<file path="src/rtl/rmc_pkg.sv">
// package of constants and types for the receiver mode and bank control block
// assumes a single digital clock domain; all pins are synchronised inside the block
package rmc_pkg;

  // ----------------------------------------------------------------
  // command byte layout
  // ----------------------------------------------------------------
  localparam int CMD_COUNT_HI = 7;  // count code upper bit
  localparam int CMD_COUNT_LO = 6;  // count code lower bit
  localparam int CMD_ADDR_HI = 5;   // start address upper bit
  localparam int CMD_ADDR_LO = 1;   // start address lower bit
  localparam int CMD_DIR_BIT = 0;   // 1 = write, 0 = read
  localparam int ADDR_W = 5;        // register address width
  localparam int BYTE_BITS = 8;     // bits in one transfer unit
  localparam logic [3:0] BYTE_DONE = 4'h8;  // rise count at a full byte

  // ----------------------------------------------------------------
  // timing and reset values
  // ----------------------------------------------------------------
  localparam int ON_UNIT_CYCLES = 512;           // digital clocks per on-time step
  localparam logic RST_BANK_A_ACTIVE = 1'b1;     // bank A active after power-on
  localparam logic [1:0] RST_SYNC_HIGH = 2'h3;   // select line rests pulled high

  // ----------------------------------------------------------------
  // operating states, one-hot
  // ----------------------------------------------------------------
  typedef enum logic [4:0] {
    ST_STANDBY = 5'h01,  // pure standby
    ST_LVD     = 5'h02,  // low-voltage detect states
    ST_CONFIG  = 5'h04,  // configuration, held for as long as select stays low
    ST_RX_ON   = 5'h08,  // receiver on with the active bank
    ST_RX_OFF  = 5'h10   // receiver off between wakeups
  } rmc_mode_t;

endpackage : rmc_pkg

</file>
<file path="src/rtl/rmc_ctrl.sv">
// mode sequencer, SPI configuration slave and bank switching of the receiver
// assumes pins arrive asynchronously; message_active comes from the data manager on sys_clk
module rmc_ctrl #(
  parameter int ON_UNIT_CYCLES = rmc_pkg::ON_UNIT_CYCLES,  // shorten in simulation
  parameter int OFF_CNT_W = 4                                // width of strobe tick counter
) (
  // clock and reset
  input wire logic sys_clk,
  input wire logic rstn,
  // host pins
  input wire logic config_select_n,
  input wire logic spi_enable_n,
  input wire logic strobe_pin,
  input wire logic sclk,
  input wire logic mosi,
  output logic miso,
  output logic miso_oe,
  // strobe oscillator clock from the timing capacitor circuit
  input wire logic strobe_osc_clk,
  // configuration bits
  input wire logic low_voltage_detect_enable,
  input wire logic strobe_osc_enable,
  input wire logic bank_a_select,
  input wire logic bank_b_select,
  input wire logic [3:0] on_time_field_a,
  input wire logic [3:0] on_time_field_b,
  input wire logic [2:0] off_time_field,
  // data manager status
  input wire logic message_active,
  // status
  output rmc_pkg::rmc_mode_t mode_state,
  output logic bank_a_active,
  output logic receiver_on
);

  // ----------------------------------------------------------------
  // state record
  // ----------------------------------------------------------------
  typedef struct packed {
    logic [1:0] cs_sync;       // select synchroniser
    logic [1:0] stb_sync;      // strobe synchroniser
    logic [1:0] sclk_sync;     // serial clock synchroniser
    logic [1:0] mosi_sync;     // serial data synchroniser
    logic [1:0] sen_sync;      // spi enable synchroniser
    logic [1:0] osc_sync;      // oscillator clock synchroniser
    logic cs_prev;             // edge history
    logic stb_prev;
    logic sclk_prev;
    logic osc_prev;
    rmc_pkg::rmc_mode_t state;
    logic first_byte;          // next full byte is a command
    logic [3:0] bit_cnt;       // rising edges seen in this byte
    logic [7:0] shift_in;
    logic [7:0] shift_out;
    logic [rmc_pkg::ADDR_W-1:0] addr;
    logic [rmc_pkg::ADDR_W-1:0] step;
    logic [3:0] remaining;     // data bytes still allowed
    logic dir_write;
    logic accessed;            // a data byte moved in this access
    logic bank_a_active;
    logic [15:0] on_cnt;
    logic [OFF_CNT_W-1:0] off_cnt;
    logic [31:0][7:0] mem;     // configuration register image
    logic miso;
    logic miso_oe;
    logic receiver_on;
  } rmc_regs_t;

  localparam rmc_regs_t RST = '{
    cs_sync: rmc_pkg::RST_SYNC_HIGH,
    cs_prev: 1'b1,
    state: rmc_pkg::ST_STANDBY,
    bank_a_active: rmc_pkg::RST_BANK_A_ACTIVE,
    default: '0
  };

  rmc_regs_t r;        // registered state
  rmc_regs_t next_r;   // next state

  // ----------------------------------------------------------------
  // helpers
  // ----------------------------------------------------------------
  // count code to number of registers, also the address step
  function automatic logic [3:0] count_decode(input logic [1:0] code);
    count_decode = 4'h1 << code;
  endfunction

  // on-time load for the bank about to run
  function automatic logic [15:0] on_load(input logic [3:0] field);
    logic [15:0] units;
    units = (field == 4'h0) ? 16'h0001 : {12'h000, field};
    on_load = 16'(units * ON_UNIT_CYCLES);
  endfunction

  // only second synchroniser stages feed logic below
  logic cs_n_s, stb_s, sclk_s, mosi_s, sen_n_s, osc_s;
  logic cs_rise, cs_fall, stb_fall, sclk_rise, sclk_fall, osc_rise;
  logic both_sel, spi_live;
  assign cs_n_s = r.cs_sync[1];
  assign stb_s = r.stb_sync[1];
  assign sclk_s = r.sclk_sync[1];
  assign mosi_s = r.mosi_sync[1];
  assign sen_n_s = r.sen_sync[1];
  assign osc_s = r.osc_sync[1];
  assign cs_rise = cs_n_s & ~r.cs_prev;
  assign cs_fall = ~cs_n_s & r.cs_prev;
  assign stb_fall = ~stb_s & r.stb_prev;
  assign sclk_rise = sclk_s & ~r.sclk_prev;
  assign sclk_fall = ~sclk_s & r.sclk_prev;
  assign osc_rise = osc_s & ~r.osc_prev;
  assign both_sel = bank_a_select & bank_b_select;
  assign spi_live = (r.state == rmc_pkg::ST_CONFIG) & ~sen_n_s;

  // ----------------------------------------------------------------
  // next state
  // ----------------------------------------------------------------
  always_comb begin
    next_r = r;
    // two-flop synchronisers for every pin
    next_r.cs_sync = {r.cs_sync[0], config_select_n};
    next_r.stb_sync = {r.stb_sync[0], strobe_pin};
    next_r.sclk_sync = {r.sclk_sync[0], sclk};
    next_r.mosi_sync = {r.mosi_sync[0], mosi};
    next_r.sen_sync = {r.sen_sync[0], spi_enable_n};
    next_r.osc_sync = {r.osc_sync[0], strobe_osc_clk};
    next_r.cs_prev = cs_n_s;
    next_r.stb_prev = stb_s;
    next_r.sclk_prev = sclk_s;
    next_r.osc_prev = osc_s;

    // serial engine: only while configuring
    if (cs_fall) begin
      next_r.first_byte = 1'b1;
      next_r.bit_cnt = 4'h0;
      next_r.accessed = 1'b0;
      next_r.remaining = 4'h0;
    end else if (spi_live) begin
      if (sclk_rise && r.bit_cnt != rmc_pkg::BYTE_DONE) begin
        // data sampled on the rising edge, msb first
        next_r.shift_in = {r.shift_in[6:0], mosi_s};
        next_r.bit_cnt = r.bit_cnt + 4'h1;
      end
      if (sclk_fall) begin
        if (r.bit_cnt == rmc_pkg::BYTE_DONE) begin
          // a full byte is taken on the eighth falling edge
          next_r.bit_cnt = 4'h0;
          if (r.first_byte) begin
            // command decode
            next_r.first_byte = 1'b0;
            next_r.addr = r.shift_in[rmc_pkg::CMD_ADDR_HI:rmc_pkg::CMD_ADDR_LO];
            next_r.dir_write = r.shift_in[rmc_pkg::CMD_DIR_BIT];
            next_r.remaining = count_decode(r.shift_in[rmc_pkg::CMD_COUNT_HI:rmc_pkg::CMD_COUNT_LO]);
            next_r.step = 5'(count_decode(r.shift_in[rmc_pkg::CMD_COUNT_HI:rmc_pkg::CMD_COUNT_LO]));
            // read data leaves at once; a write never drives the line
            next_r.shift_out = r.mem[r.shift_in[rmc_pkg::CMD_ADDR_HI:rmc_pkg::CMD_ADDR_LO]];
          end else if (r.remaining != 4'h0) begin
            if (r.dir_write) begin
              next_r.mem[r.addr] = r.shift_in;
            end
            // advance by the access count, as the address logic was built
            next_r.addr = r.addr + r.step;
            next_r.remaining = r.remaining - 4'h1;
            next_r.shift_out = r.mem[5'(r.addr + r.step)];
            next_r.accessed = 1'b1;
          end
        end else begin
          // mid-byte: move the next read bit out
          next_r.shift_out = {r.shift_out[6:0], 1'b0};
        end
      end
    end
    // a partial byte at the end of an access simply dies here
    next_r.miso = next_r.shift_out[7];
    next_r.miso_oe = spi_live & ~next_r.first_byte & ~next_r.dir_write & (next_r.remaining != 4'h0);

    // mode sequencer
    unique case (r.state)
      rmc_pkg::ST_STANDBY, rmc_pkg::ST_LVD: begin
        // incoming traffic ignored; only select low with strobe high leaves
        if (!cs_n_s && stb_s) begin
          next_r.state = rmc_pkg::ST_CONFIG;
        end else begin
          next_r.state = low_voltage_detect_enable ? rmc_pkg::ST_LVD : rmc_pkg::ST_STANDBY;
        end
      end
      rmc_pkg::ST_CONFIG: begin
        // registers and receiver power are left alone here
        if (cs_n_s) begin
          // bank choice takes effect on select release
          if (!bank_b_select) begin
            next_r.bank_a_active = 1'b1;
          end else if (!bank_a_select) begin
            next_r.bank_a_active = 1'b0;
          end else if (r.accessed) begin
            next_r.bank_a_active = 1'b1;  // alternation restarts with A
          end
          if (stb_s) begin
            next_r.state = rmc_pkg::ST_RX_ON;
            next_r.receiver_on = 1'b1;
            next_r.on_cnt = on_load(next_r.bank_a_active ? on_time_field_a : on_time_field_b);
          end else if (strobe_osc_enable) begin
            next_r.state = rmc_pkg::ST_RX_OFF;
            next_r.receiver_on = 1'b0;
            next_r.off_cnt = OFF_CNT_W'({1'b0, off_time_field} + 4'h1);
          end else begin
            // host holds strobe low: back to the low-power states
            next_r.state = low_voltage_detect_enable ? rmc_pkg::ST_LVD : rmc_pkg::ST_STANDBY;
          end
        end
      end
      rmc_pkg::ST_RX_ON: begin
        if (r.on_cnt != 16'h0000) begin
          next_r.on_cnt = r.on_cnt - 16'h0001;
        end
        if (!cs_n_s) begin
          // select low resets the sequencer into configuration
          next_r.state = rmc_pkg::ST_CONFIG;
        end else if (message_active || stb_s) begin
          // a message or a forced-high strobe keeps this state
          next_r.state = rmc_pkg::ST_RX_ON;
        end else if (!strobe_osc_enable || r.on_cnt == 16'h0000) begin
          // strobe low or on period over: receiver off
          next_r.state = rmc_pkg::ST_RX_OFF;
          next_r.receiver_on = 1'b0;
          next_r.off_cnt = OFF_CNT_W'({1'b0, off_time_field} + 4'h1);
          if (strobe_osc_enable && both_sel) begin
            next_r.bank_a_active = ~r.bank_a_active;
          end
        end
      end
      rmc_pkg::ST_RX_OFF: begin
        if (!cs_n_s) begin
          next_r.state = rmc_pkg::ST_CONFIG;
        end else if (stb_s || (strobe_osc_enable && osc_rise && r.off_cnt == OFF_CNT_W'(1))) begin
          // wake with the bank currently shown by status
          next_r.state = rmc_pkg::ST_RX_ON;
          next_r.receiver_on = 1'b1;
          next_r.on_cnt = on_load(r.bank_a_active ? on_time_field_a : on_time_field_b);
        end else if (strobe_osc_enable && osc_rise && r.off_cnt != '0) begin
          // off time counted in strobe oscillator periods; held while strobe_osc_enable is low
          next_r.off_cnt = r.off_cnt - OFF_CNT_W'(1);
        end
      end
      default: begin
        next_r.state = rmc_pkg::ST_STANDBY;
      end
    endcase

    // pin-driven alternation toggles on each strobe falling edge in the receiver on and off states
    if (!strobe_osc_enable && both_sel && stb_fall &&
        (r.state == rmc_pkg::ST_RX_ON || r.state == rmc_pkg::ST_RX_OFF)) begin
      next_r.bank_a_active = ~r.bank_a_active;
    end
  end

  // ----------------------------------------------------------------
  // registers
  // ----------------------------------------------------------------
  always_ff @(posedge sys_clk or negedge rstn) begin
    if (!rstn) begin
      r <= RST;  // power-on lands in standby
    end else begin
      r <= next_r;
    end
  end

  // outputs straight from flops
  assign miso = r.miso;
  assign miso_oe = r.miso_oe;
  assign mode_state = r.state;
  assign bank_a_active = r.bank_a_active;
  assign receiver_on = r.receiver_on;
endmodule // rmc_ctrl

</file>
<file path="config.mk">
export PLATFORM = sky130hd
export DESIGN_NAME = rmc_ctrl
export DESIGN_NICKNAME = d
export VERILOG_FILES = /design/src/rtl/rmc_pkg.sv /design/src/rtl/rmc_ctrl.sv
export SDC_FILE = /design/constraint.sdc
export NUM_CORES = 1
export LEC_CHECK = 0
export BUFFER_PORTS_ARGS = -buffer_cell sky130_fd_sc_hd__buf_2
export CORE_MARGIN = 10
export CORE_UTILIZATION = 57
export DETAILED_ROUTE_END_ITERATION = 10
export GPL_TIMING_DRIVEN = 0
export PLACE_DENSITY = 0.88
export SYNTH_ARGS = -nofsm -noshare
export SYNTH_HDL_FRONTEND = slang
export SYNTH_SLANG_ARGS = --single-unit
export TNS_END_PERCENT = 100
</file>
<file path="constraint.sdc">
create_clock -name sys_clk -period 2.5 [get_ports sys_clk]
set_input_delay 0.75 -clock sys_clk [delete_from_list [all_inputs] [get_ports sys_clk]]
set_output_delay 0.75 -clock sys_clk [all_outputs]
set_load 0.01 [all_outputs]
</file>
==> results.yml, run 1 <==
clocking:
  clockBufferDepth: 3
  cts.clk_slew.worst_paths_ns: 0.06
  clockRootBuffer: "clkbuf_16"
  cts_tree: "done"
  cts_sinks: 336
  htree_levels: 2
  worst_skew_pair.late_latency_ns: 0.55
  cts_buffers: 36
die:
  num_rows: 65
  coreArea_sq_um: 31390
  boundaryPins: 33
  die_h_um: 197.8
  initial_utilization_pct: 57.43
  die_x_um: 197.8
  die_area_sq_um: 39140
flow_run:
  cap_violations: 0
place:
  placed_cell_area_sq_um: 18770
  dp_cells: 1801
  port-buffer-count: 32
  post-place-ws_ns: -1.395
  dp_hpwl_mm: 34.89
  routabilityCongestion: 0.9966
sta:
  setup_ws_ns: -0.3638
  max_freq_mhz: 349.2
  slew-limit-headroom_pct: 24.88
  fin_crit_sh_pct: 114.6
  tns_ns: -6.712
  holdWs_ns: 0.2150
  rsz0062_at_grt: "yes"
  period_needed_ns: 2.864
  finalHoldViolations: 0
  tightest_slew_ns: 1.127
  finalSetupViolCount: 111
  maxSlewViolCount: 0
  fin_worst_skew_ns: 0.02590
setup_path:
  crit_required_ns: 2.90
  worstSetupEndpointType: "flop"
  rr_worst_depth: 5
  critPathArrivalTime_ns: 3.26
  critPathKind: "reg2reg"
  cp_max_fo: 10
  path_cells: "clkbuf_1 > buf_1 > mux4_2 > a211oi_1 > a21oi_1"
  cpPeakStageDelay_ns: 0.82
  crit_slowest_cell: "buf_1"
  critPathLaunchType: "flop"
synthesis:
  synthAdderAreaFrac_pct: 0.9439
  synthSimpleGateAreaFrac_pct: 8.585
  synth_cell_type_count: 61
  synth_area_leaders: "dfrtp_1 (46%), mux4_2 (17%), mux2_2 (17%)"
  synth_mux_area_share_pct: 35.33
  synth_nets: 1402
  synth_top_family_by_area: "multiplexers"
  synth_top_area_share_pct: 45.94
  netlist_area_sq_um: 18030
  synth_xor_area_share_pct: 0.6315
  ys_seq_elements: 336
  async_reset_ff_share_pct: 100.0
  synth.yosys.warnings: 0
  synth_edf_count: 0
  synth-seq-area-share_pct: 46.67
  ys.flop_type: "dfrtp_1"
  synth_compound_area_share_pct: 5.143
  syn-mean-instance-area_sq_um: 13.21
  syn_inst: 1365
  synth.largest_area_cell: "dfrtp_1"
finish:
  seq_area_sq_um: 8418
  final_cell_mix: "dfrtp_1 (328), mux2_2 (254), mux4_2 (134)"
  fin_nets: 1505
  final_util_pct: 67.62
  final_area_sq_um: 21230
  final_common_cell: "dfrtp_1"
  multiInputGateArea_sq_um: 9893
  drive_above_1_share_pct: 45.17
  fill_cells: 1899
  fin_cells: 1895
  area_delta_synth_final_pct: 17.75
grt:
  grtUsageTotal_pct: 28.12
  grt-ovfl-total: 0
  grt_max_degree: 128
  grt_pass1_wl_mm: 83.68
  antenna_found_initial: 1
  grt_pass1_vias: 13960
run_status:
  violations: "negative setup slack"
  status: "complete, but fails checks"
power:
  total_power_mw: 12.59
  p_leak_nw: 9.297
  ir_drop_mv: 0.4131
  powerDensity_nw_per_um2: 593.3
route:
  vias_per_cell: 7.398
  ant_nets: 0
  drc: 0
  dr.first_iter.drc_count: 2060
  vias: 14020
  wl_mm: 58.85
  drtPass1Iterations: 7
  wl_per_cell_um: 31.05
hold_path:
  hp-class: "in2async"
path summary, 6_finish.rpt:
path / from / end / slack (ns)
worst min register to register: next_r[329] / r[329] / 0.35
min in group sys_clk: mosi / next_r[331] / 0.32
worst max register to register: r[308] / r[300] / -0.36
worst min-delay path: rstn / r[45] / 0.21
worst max-delay path: r[308] / r[300] / -0.36
max in group asynchronous: rstn / r[206] / 1.18
critical path, delay by kind of cell (launching register included):
family / cells / cell delay, ns
buffers and inverters: 2 / 1.30
AO/OA/AOI/OAI: 2 / 0.48
multiplexers: 1 / 0.56
flip-flops: 1 / 0.37
cell families (layout without fill, tap and decap cells):
| logic type | after synthesis | after routing |
|---|---|---|
| multiplexers | 435 | 435 |
| flip-flops | 336 | 336 |
| AND/OR/NAND/NOR | 303 | 303 |
| AO/OA/AOI/OAI | 146 | 146 |
| buffers and inverters | 119 | 246 |
| adder cells (fa/ha/maj) | 13 | 13 |
| XOR/XNOR | 13 | 13 |
| other | 0 | 1 |
per-layer routing:
metal / track usage (%) / wire length [um]
met1: 33.74 / 19770
met3: 9.455 / 8087
met4: 19.19 / 4573
met5: 0 / 0
met2: 42.38 / 26410
sequential cells by signal, indices dropped and copies added, names as in the netlist:
register / count
mosi_s: 1
mode_state: 5
miso_oe: 1
cs_n_s: 1
receiver_on: 1
r: 317
next_r: 9
bank_a_active: 1
synthesized netlist by cell type (9+ instances only):
master / n
dfrtp_1: 331
mux2_2: 266
mux4_2: 134
nand2_1: 86
clkbuf_1: 70
nor2_1: 68
a21oi_1: 42
nand3_1: 33
o21ai_0: 32
mux2i_1: 31
inv_1: 21
nor3_1: 16
a211oi_1: 14
nand4_1: 14
nor2b_1: 14
ha_1: 12
nand2_2: 12
buf_1: 11
buf_2: 11
o22ai_1: 11
nand3_2: 9
final cells by class:
type / count / area share, %
clock buffer: 53 / 4.974
tap: 402 / 2.369
clock inverter: 9 / 0.2593
buffer: 91 / 2.811
inverter: 21 / 0.3713
sequential: 336 / 39.65
timing repair buffer: 72 / 2.947
antenna: 1 / 0.01179
multi-input combinational: 910 / 46.60
what timing repair did:
action	in CTS	in global routing
endpoints found under the hold margin	0	0
cloned	0	2
hold buffers	0	0
buffers inserted	26	10
gates resized for setup	175	90
endpoints found under the setup margin	298	286
pin swaps	26	18
report_power, final:
group	internal (mW)	leakage, nW	switching [mW]	total [mW]
clock network	2.93	0.550	2.25	5.18
registers	5.64	4.61	0.209	5.85
logic	0.615	4.14	0.942	1.56
total	9.19	9.30	3.41	12.6
Power figures use the tool's default switching activity.
==> run 2, diff against run 1 <==
--- a/config.mk
+++ b/config.mk
@@ -6,6 +6,7 @@
 export NUM_CORES = 1
 export LEC_CHECK = 0
 export BUFFER_PORTS_ARGS = -buffer_cell sky130_fd_sc_hd__buf_2
+export CORE_ASPECT_RATIO = 1.5
 export CORE_MARGIN = 10
 export CORE_UTILIZATION = 57
 export DETAILED_ROUTE_END_ITERATION = 10
==> run 2 against run 1 <==
  * The flow still finishes with violations (negative setup slack)
  * Flip-flop and latch count unchanged
  * Maximum frequency decreased by 8.1%
  * First-iteration DRC count is 18% lower
  * Clock skew fell by 0.015 ns
  * Clock power rose by 6.2%
  * Setup slack lost 0.25 ns
  * Core utilization is 1.3 points higher
  * Critical endpoint is now r[303]
  * Highest routed layer is now met5
==> results.yml, run 2 (synthesis results as in run 1) <==
route:
  drtPass1Iterations: 7
  wl_mm: 57.35
  wl_per_cell_um: 30.09
  vias_per_cell: 7.215
  vias: 13750
  dr.first_iter.drc_count: 1697
  drc: 0
  ant_nets: 0
power:
  power.internal_mw: 9.615
  clkPwrFrac_pct: 42.4
  p_leak_nw: 9.502
  pwr-share-seq_pct: 45.3
  switching_share_pct: 25.90
  ir_drop_mv: 0.4728
  p_comb_share_pct: 12.3
  power_switching_mw: 3.360
  powerDensity_nw_per_um2: 604.6
die:
  initial_utilization_pct: 57.90
  die_h_um: 237.8
  die_x_um: 165.2
  boundaryPins: 33
  die_area_sq_um: 39290
  coreArea_sq_um: 31140
  num_rows: 79
setup_path:
  critPathKind: "reg2reg"
  critPathLaunchType: "flop"
  crit_required_ns: 2.98
  critPathArrivalTime_ns: 3.59
  worstSetupEndpointType: "flop"
  cp_max_fo: 7
sta:
  tns_ns: -5.169
  slew-limit-headroom_pct: 28.29
  fin_worst_skew_ns: 0.01090
  holdWs_ns: 0.01671
  finalHoldViolations: 0
  maxSlewViolCount: 0
  period_needed_ns: 3.117
  setup_ws_ns: -0.6167
  max_freq_mhz: 320.9
  tightest_slew_ns: 1.076
  finalSetupViolCount: 108
  rsz0062_at_grt: "yes"
  fin_crit_sh_pct: 124.7
grt:
  grt_pass1_wl_mm: 80.81
  grt_max_degree: 126
  grtUsageTotal_pct: 26.83
  grt_pass1_vias: 13890
  antenna_found_initial: 2
  grt-ovfl-total: 0
finish:
  largest_register_ffs: 317
  largest_register: "r"
  final_cell_mix: "dfrtp_1 (328), mux2_2 (252), mux4_2 (134)"
  area_delta_synth_final_pct: 19.04
  drive_above_1_share_pct: 45.67
  final_common_cell: "dfrtp_1"
  fin_nets: 1513
place:
  dp_hpwl_mm: 36.60
  routabilityCongestion: 0.9714
  port-buffer-count: 32
clocking:
  cts_tree: "done"
  cts_sinks: 336
  clockBufferDepth: 3
  ctsHoldBuffers: 0
  htree_levels: 1
  worst_skew_pair.late_latency_ns: 0.58
  cts_buffers: 31
  cts.clk_slew.worst_paths_ns: 0.07
  clockRootBuffer: "clkbuf_16"
run_status:
  violations: "negative setup slack"
  status: "complete, but fails checks"
flow_run:
  cap_violations: 0
hold_path:
  hp-class: "in2async"
run 2: cell count changes in the layout (fill, tap and decap cells not counted), sizes merged:
cell	delta
clkinvlp	+2
buf	+15
bufinv	+9
clkdlybuf4s15	+1
clkinv	-5
clkbuf	-12
inv	-2
run 2: power by group through the flow:
stage / clock [mW] / sequential, mW / combinational, mW
2_1_floorplan: 0 / 5.90 / 0.949
3_3_place_gp: 0 / 5.93 / 1.35
3_5_place_dp: 0 / 5.94 / 1.42
4_1_cts: 5.49 / 5.85 / 1.50
5_1_grt: 5.73 / 5.90 / 1.74
6_report: 5.50 / 5.88 / 1.60
run 2: path summary, 6_finish.rpt:
check	start	to	slack, ns	cells past startpoint
worst max-delay path	r[291]	r[303]	-0.62	10
worst min-delay path	rstn	mode_state[1]	0.02	1
worst max register to register	r[291]	r[303]	-0.62	10
worst min register to register	next_r[331]	mosi_s	0.35	0
max in group asynchronous	rstn	r[141]	1.27	3
min in group sys_clk	config_select_n	next_r[337]	0.26	1
run 2: repair_timing:
item	CTS	global route
pin swaps	27	23
buffers inserted	23	25
gates cloned	0	3
gates resized for setup	154	107
endpoints found under the setup margin	302	287
run 2: layout make-up:
type,instances,area [sq um]
Antenna cell,1,2.502
Buffer,90,650.6
Clock buffer,44,864.6
Clock inverter,13,297.8
Fill cell,1919,9674
Inverter,21,78.83
Multi-Input combinational cell,910,9868
Sequential cell,336,8418
Tap cell,405,506.7
Timing Repair Buffer,86,774.5
run 2: per-layer routing:
metal / track usage (%) / part of all wire (%) / up-vias
met4: 21.58 / 9.5 / 4
met3: 5.343 / 9.1 / 381
met1: 28.20 / 32 / 6945
met5: 0 / 0.045 / -
met2: 45.49 / 50 / 1030
li1: - / - / 5392
run 2: metrics by stage:
stage,area [sq um],util (%),setup WS (ns),power [mW],std cells
2_1_floorplan,18040,-,0.001234,6.850,1365
6_report,21460,68.93,-0.6167,12.98,1906
5_1_grt,21460,68.92,-0.6899,13.36,1905
4_1_cts,20720,66.55,-0.08211,12.84,1880
3_5_place_dp,18800,60.37,-1.179,7.359,1805
3_3_place_gp,18700,60.07,-5.420,7.279,1802
run 2: critical path, cell delays in order, from the launching register on:
cell	delay (ns)
dfrtp_1	0.41
ha_4	0.17
inv_2	0.04
fa_2	0.62
buf_12	0.18
clkbuf_16	0.17
mux4_2	0.40
mux2i_1	0.54
mux2i_1	0.20
o21ai_2	0.20
nand2_1	0.07
==> run 3, diff against run 2 <==
--- a/config.mk
+++ b/config.mk
@@ -8,10 +8,10 @@
 export BUFFER_PORTS_ARGS = -buffer_cell sky130_fd_sc_hd__buf_2
 export CORE_ASPECT_RATIO = 1.5
 export CORE_MARGIN = 10
-export CORE_UTILIZATION = 57
+export CORE_UTILIZATION = 60
 export DETAILED_ROUTE_END_ITERATION = 10
 export GPL_TIMING_DRIVEN = 0
-export PLACE_DENSITY = 0.88
+export PLACE_DENSITY = 0.89
 export SYNTH_ARGS = -nofsm -noshare
 export SYNTH_HDL_FRONTEND = slang
 export SYNTH_SLANG_ARGS = --single-unit
==> constraint.sdc (replaced) <==
create_clock -name sys_clk -period 3.9 [get_ports sys_clk]
set_input_delay 1.17 -clock sys_clk [delete_from_list [all_inputs] [get_ports sys_clk]]
set_output_delay 1.17 -clock sys_clk [all_outputs]
set_load 0.01 [all_outputs]
==> run 3 against run 2 <==
  * Clock power down 34%
  * The flow finishes with violations (max-capacitance violations)
  * Flip-flop and latch count did not move
  * Core utilization down 1.4 points
  * Critical endpoint unchanged
  * Sequential share of layout area rose by 2.9 points
  * Global-route usage decreased by 0.087 points
  * Cell area decreased by 6.9%
  * Combinational power shrank 44%
  * Register-to-register slack better by 0.72 ns
  * Setup slack gained 0.72 ns
==> results.yml, run 3 (synthesis results as in run 1) <==
run_status:
  status: "complete, but fails checks"
  violations: "max-capacitance violations"
setup_path:
  critPathKind: "reg2reg"
  crit_slowest_cell: "clkbuf_1"
  path_cells: "ha_1 > inv_1 > fa_1 > clkbuf_1 > clkbuf_1 > mux4_2 > mux2i_1 > mux2i_1 > o21ai_0 > nand2_1"
  worstSetupEndpointType: "flop"
  timing.rr.end: "r[303]"
  crit_required_ns: 4.32
  crit_buf_inv: 3
  critPathTopFamily: "buffers and inverters"
  rr_worst_depth: 10
  cp_max_fo: 10
  rr_startpoint: "r[291]"
  cpPeakStageDelay_ns: 0.79
  critPathLaunchType: "flop"
  critPathArrivalTime_ns: 4.21
  r2r_slack_ns: 0.11
clocking:
  cts.clk_slew.worst_paths_ns: 0.07
  cts_tree: "done"
  cts_sinks: 336
  cts_buffers: 34
  clockBufferDepth: 3
  clockRootBuffer: "clkbuf_16"
  cts_setup_buffers: 0
  worst_skew_pair.late_latency_ns: 0.55
  htree_levels: 2
sta:
  max_freq_mhz: 263.7
  period_needed_ns: 3.792
  tightest_slew_ns: 1.472
  fin_crit_sh_pct: 97.22
  finalHoldViolations: 0
  slew-limit-headroom_pct: 1.306
  rsz0062_at_grt: "no"
  finalSetupViolCount: 0
  fin_worst_skew_ns: 0.03089
  maxSlewViolCount: 0
place:
  placed_cell_area_sq_um: 18750
  dp_hpwl_mm: 35.72
  port-buffer-count: 32
  routabilityCongestion: 1.019
hold_path:
  min_from: "next_r[329]"
  hp-class: "reg2reg"
  worstHoldPathCells: 0
  min_to: "r[329]"
grt:
  antenna_found_initial: 0
  grt-ovfl-total: 0
  grt_pass1_vias: 13580
  grt_pass1_wl_mm: 77.87
  grtUsageTotal_pct: 26.74
  grt_max_degree: 129
finish:
  fill_cells: 1936
  final_area_sq_um: 19970
  largest_register: "r"
  antenna_cells: 0
  largest_register_ffs: 317
  fin_nets: 1473
  drive_above_1_share_pct: 37.26
  area_delta_synth_final_pct: 10.77
  final_cell_mix: "dfrtp_1 (331), mux2_2 (266), mux4_2 (134)"
  final_common_cell: "dfrtp_1"
die:
  die_area_sq_um: 37520
  initial_utilization_pct: 60.95
  coreArea_sq_um: 29580
  die_h_um: 232.3
  die_x_um: 161.5
  num_rows: 77
  boundaryPins: 33
route:
  wl_mm: 50.47
  vias: 13040
  dr.first_iter.drc_count: 1443
  wl_per_cell_um: 27.21
  ant_nets: 0
  vias_per_cell: 7.028
  drc: 0
  drtPass1Iterations: 7
power:
  powerDensity_nw_per_um2: 413.2
  ir_drop_mv: 0.3304
  p_leak_nw: 8.919
  total_power_mw: 8.251
flow_run:
  cap_violations: 1
run 3: cell types whose count changed in the layout (fill, tap and decap cells not counted), sizes merged:
cell | previous run | this run
buf | 116 | 62
bufinv | 9 | 7
clkbuf | 102 | 113
clkdlybuf4s15 | 2 | 0
clkinv | 1 | 6
diode | 1 | 0
inv | 21 | 23
run 3: worst max path at each step:
stage / startpoint / to / depth (start not counted)
CTS: r[291] / r[297] / 10
floorplan: strobe_osc_enable / r[271] / 7
global placement: rstn / r[117] / 1
finish: r[291] / r[303] / 10
detailed placement: r[291] / r[297] / 10
global route: r[291] / r[303] / 10
run 3: where the power goes:
part	switching, mW	internal (mW)
registers	0.135	3.62
logic	0.561	0.332
clock network	1.46	2.15
total	2.16	6.10
run 3: repair_timing:
action | CTS | global route
setup endpoints to repair | 0 | 2
gates resized for setup | 0 | 2
hold buffers | 0 | 0
run 3: routing by layer:
layer,global-route usage [%],routed length (um)
met1,28.16,16450
met2,45.67,25250
met3,5.908,4093
met4,20.81,4670
met5,0,0
run 3: cell type report:
class | instances | area, sq um | share of cell area, %
clock buffer | 42 | 910.9 | 4.561
sequential | 336 | 8414 | 42.13
clock inverter | 18 | 302.8 | 1.516
timing repair buffer | 35 | 232.7 | 1.165
buffer | 98 | 409.1 | 2.049
inverter | 21 | 78.83 | 0.3947
tap | 395 | 494.2 | 2.475
multi-input combinational | 910 | 9128 | 45.71
run 3: through the flow:
| stage | TNS [ns] | hold WS [ns] | worst slack, ns | instances | utilization (%) |
|---|---|---|---|---|---|
| after floorplan | 0 | 0.3312 | 1.125 | 1365 | - |
| after global placement | -1460.47 | 0.3387 | -4.420 | 1792 | 63.17 |
| after detailed placement | 0 | 0.3358 | 0.1459 | 1794 | 63.39 |
| after CTS | 0 | 0.3512 | 0.1002 | 1854 | 67.49 |
| after global routing | 0 | 0.3592 | 0.06230 | 1855 | 67.52 |
| final | 0 | 0.3492 | 0.1083 | 1855 | 67.52 |
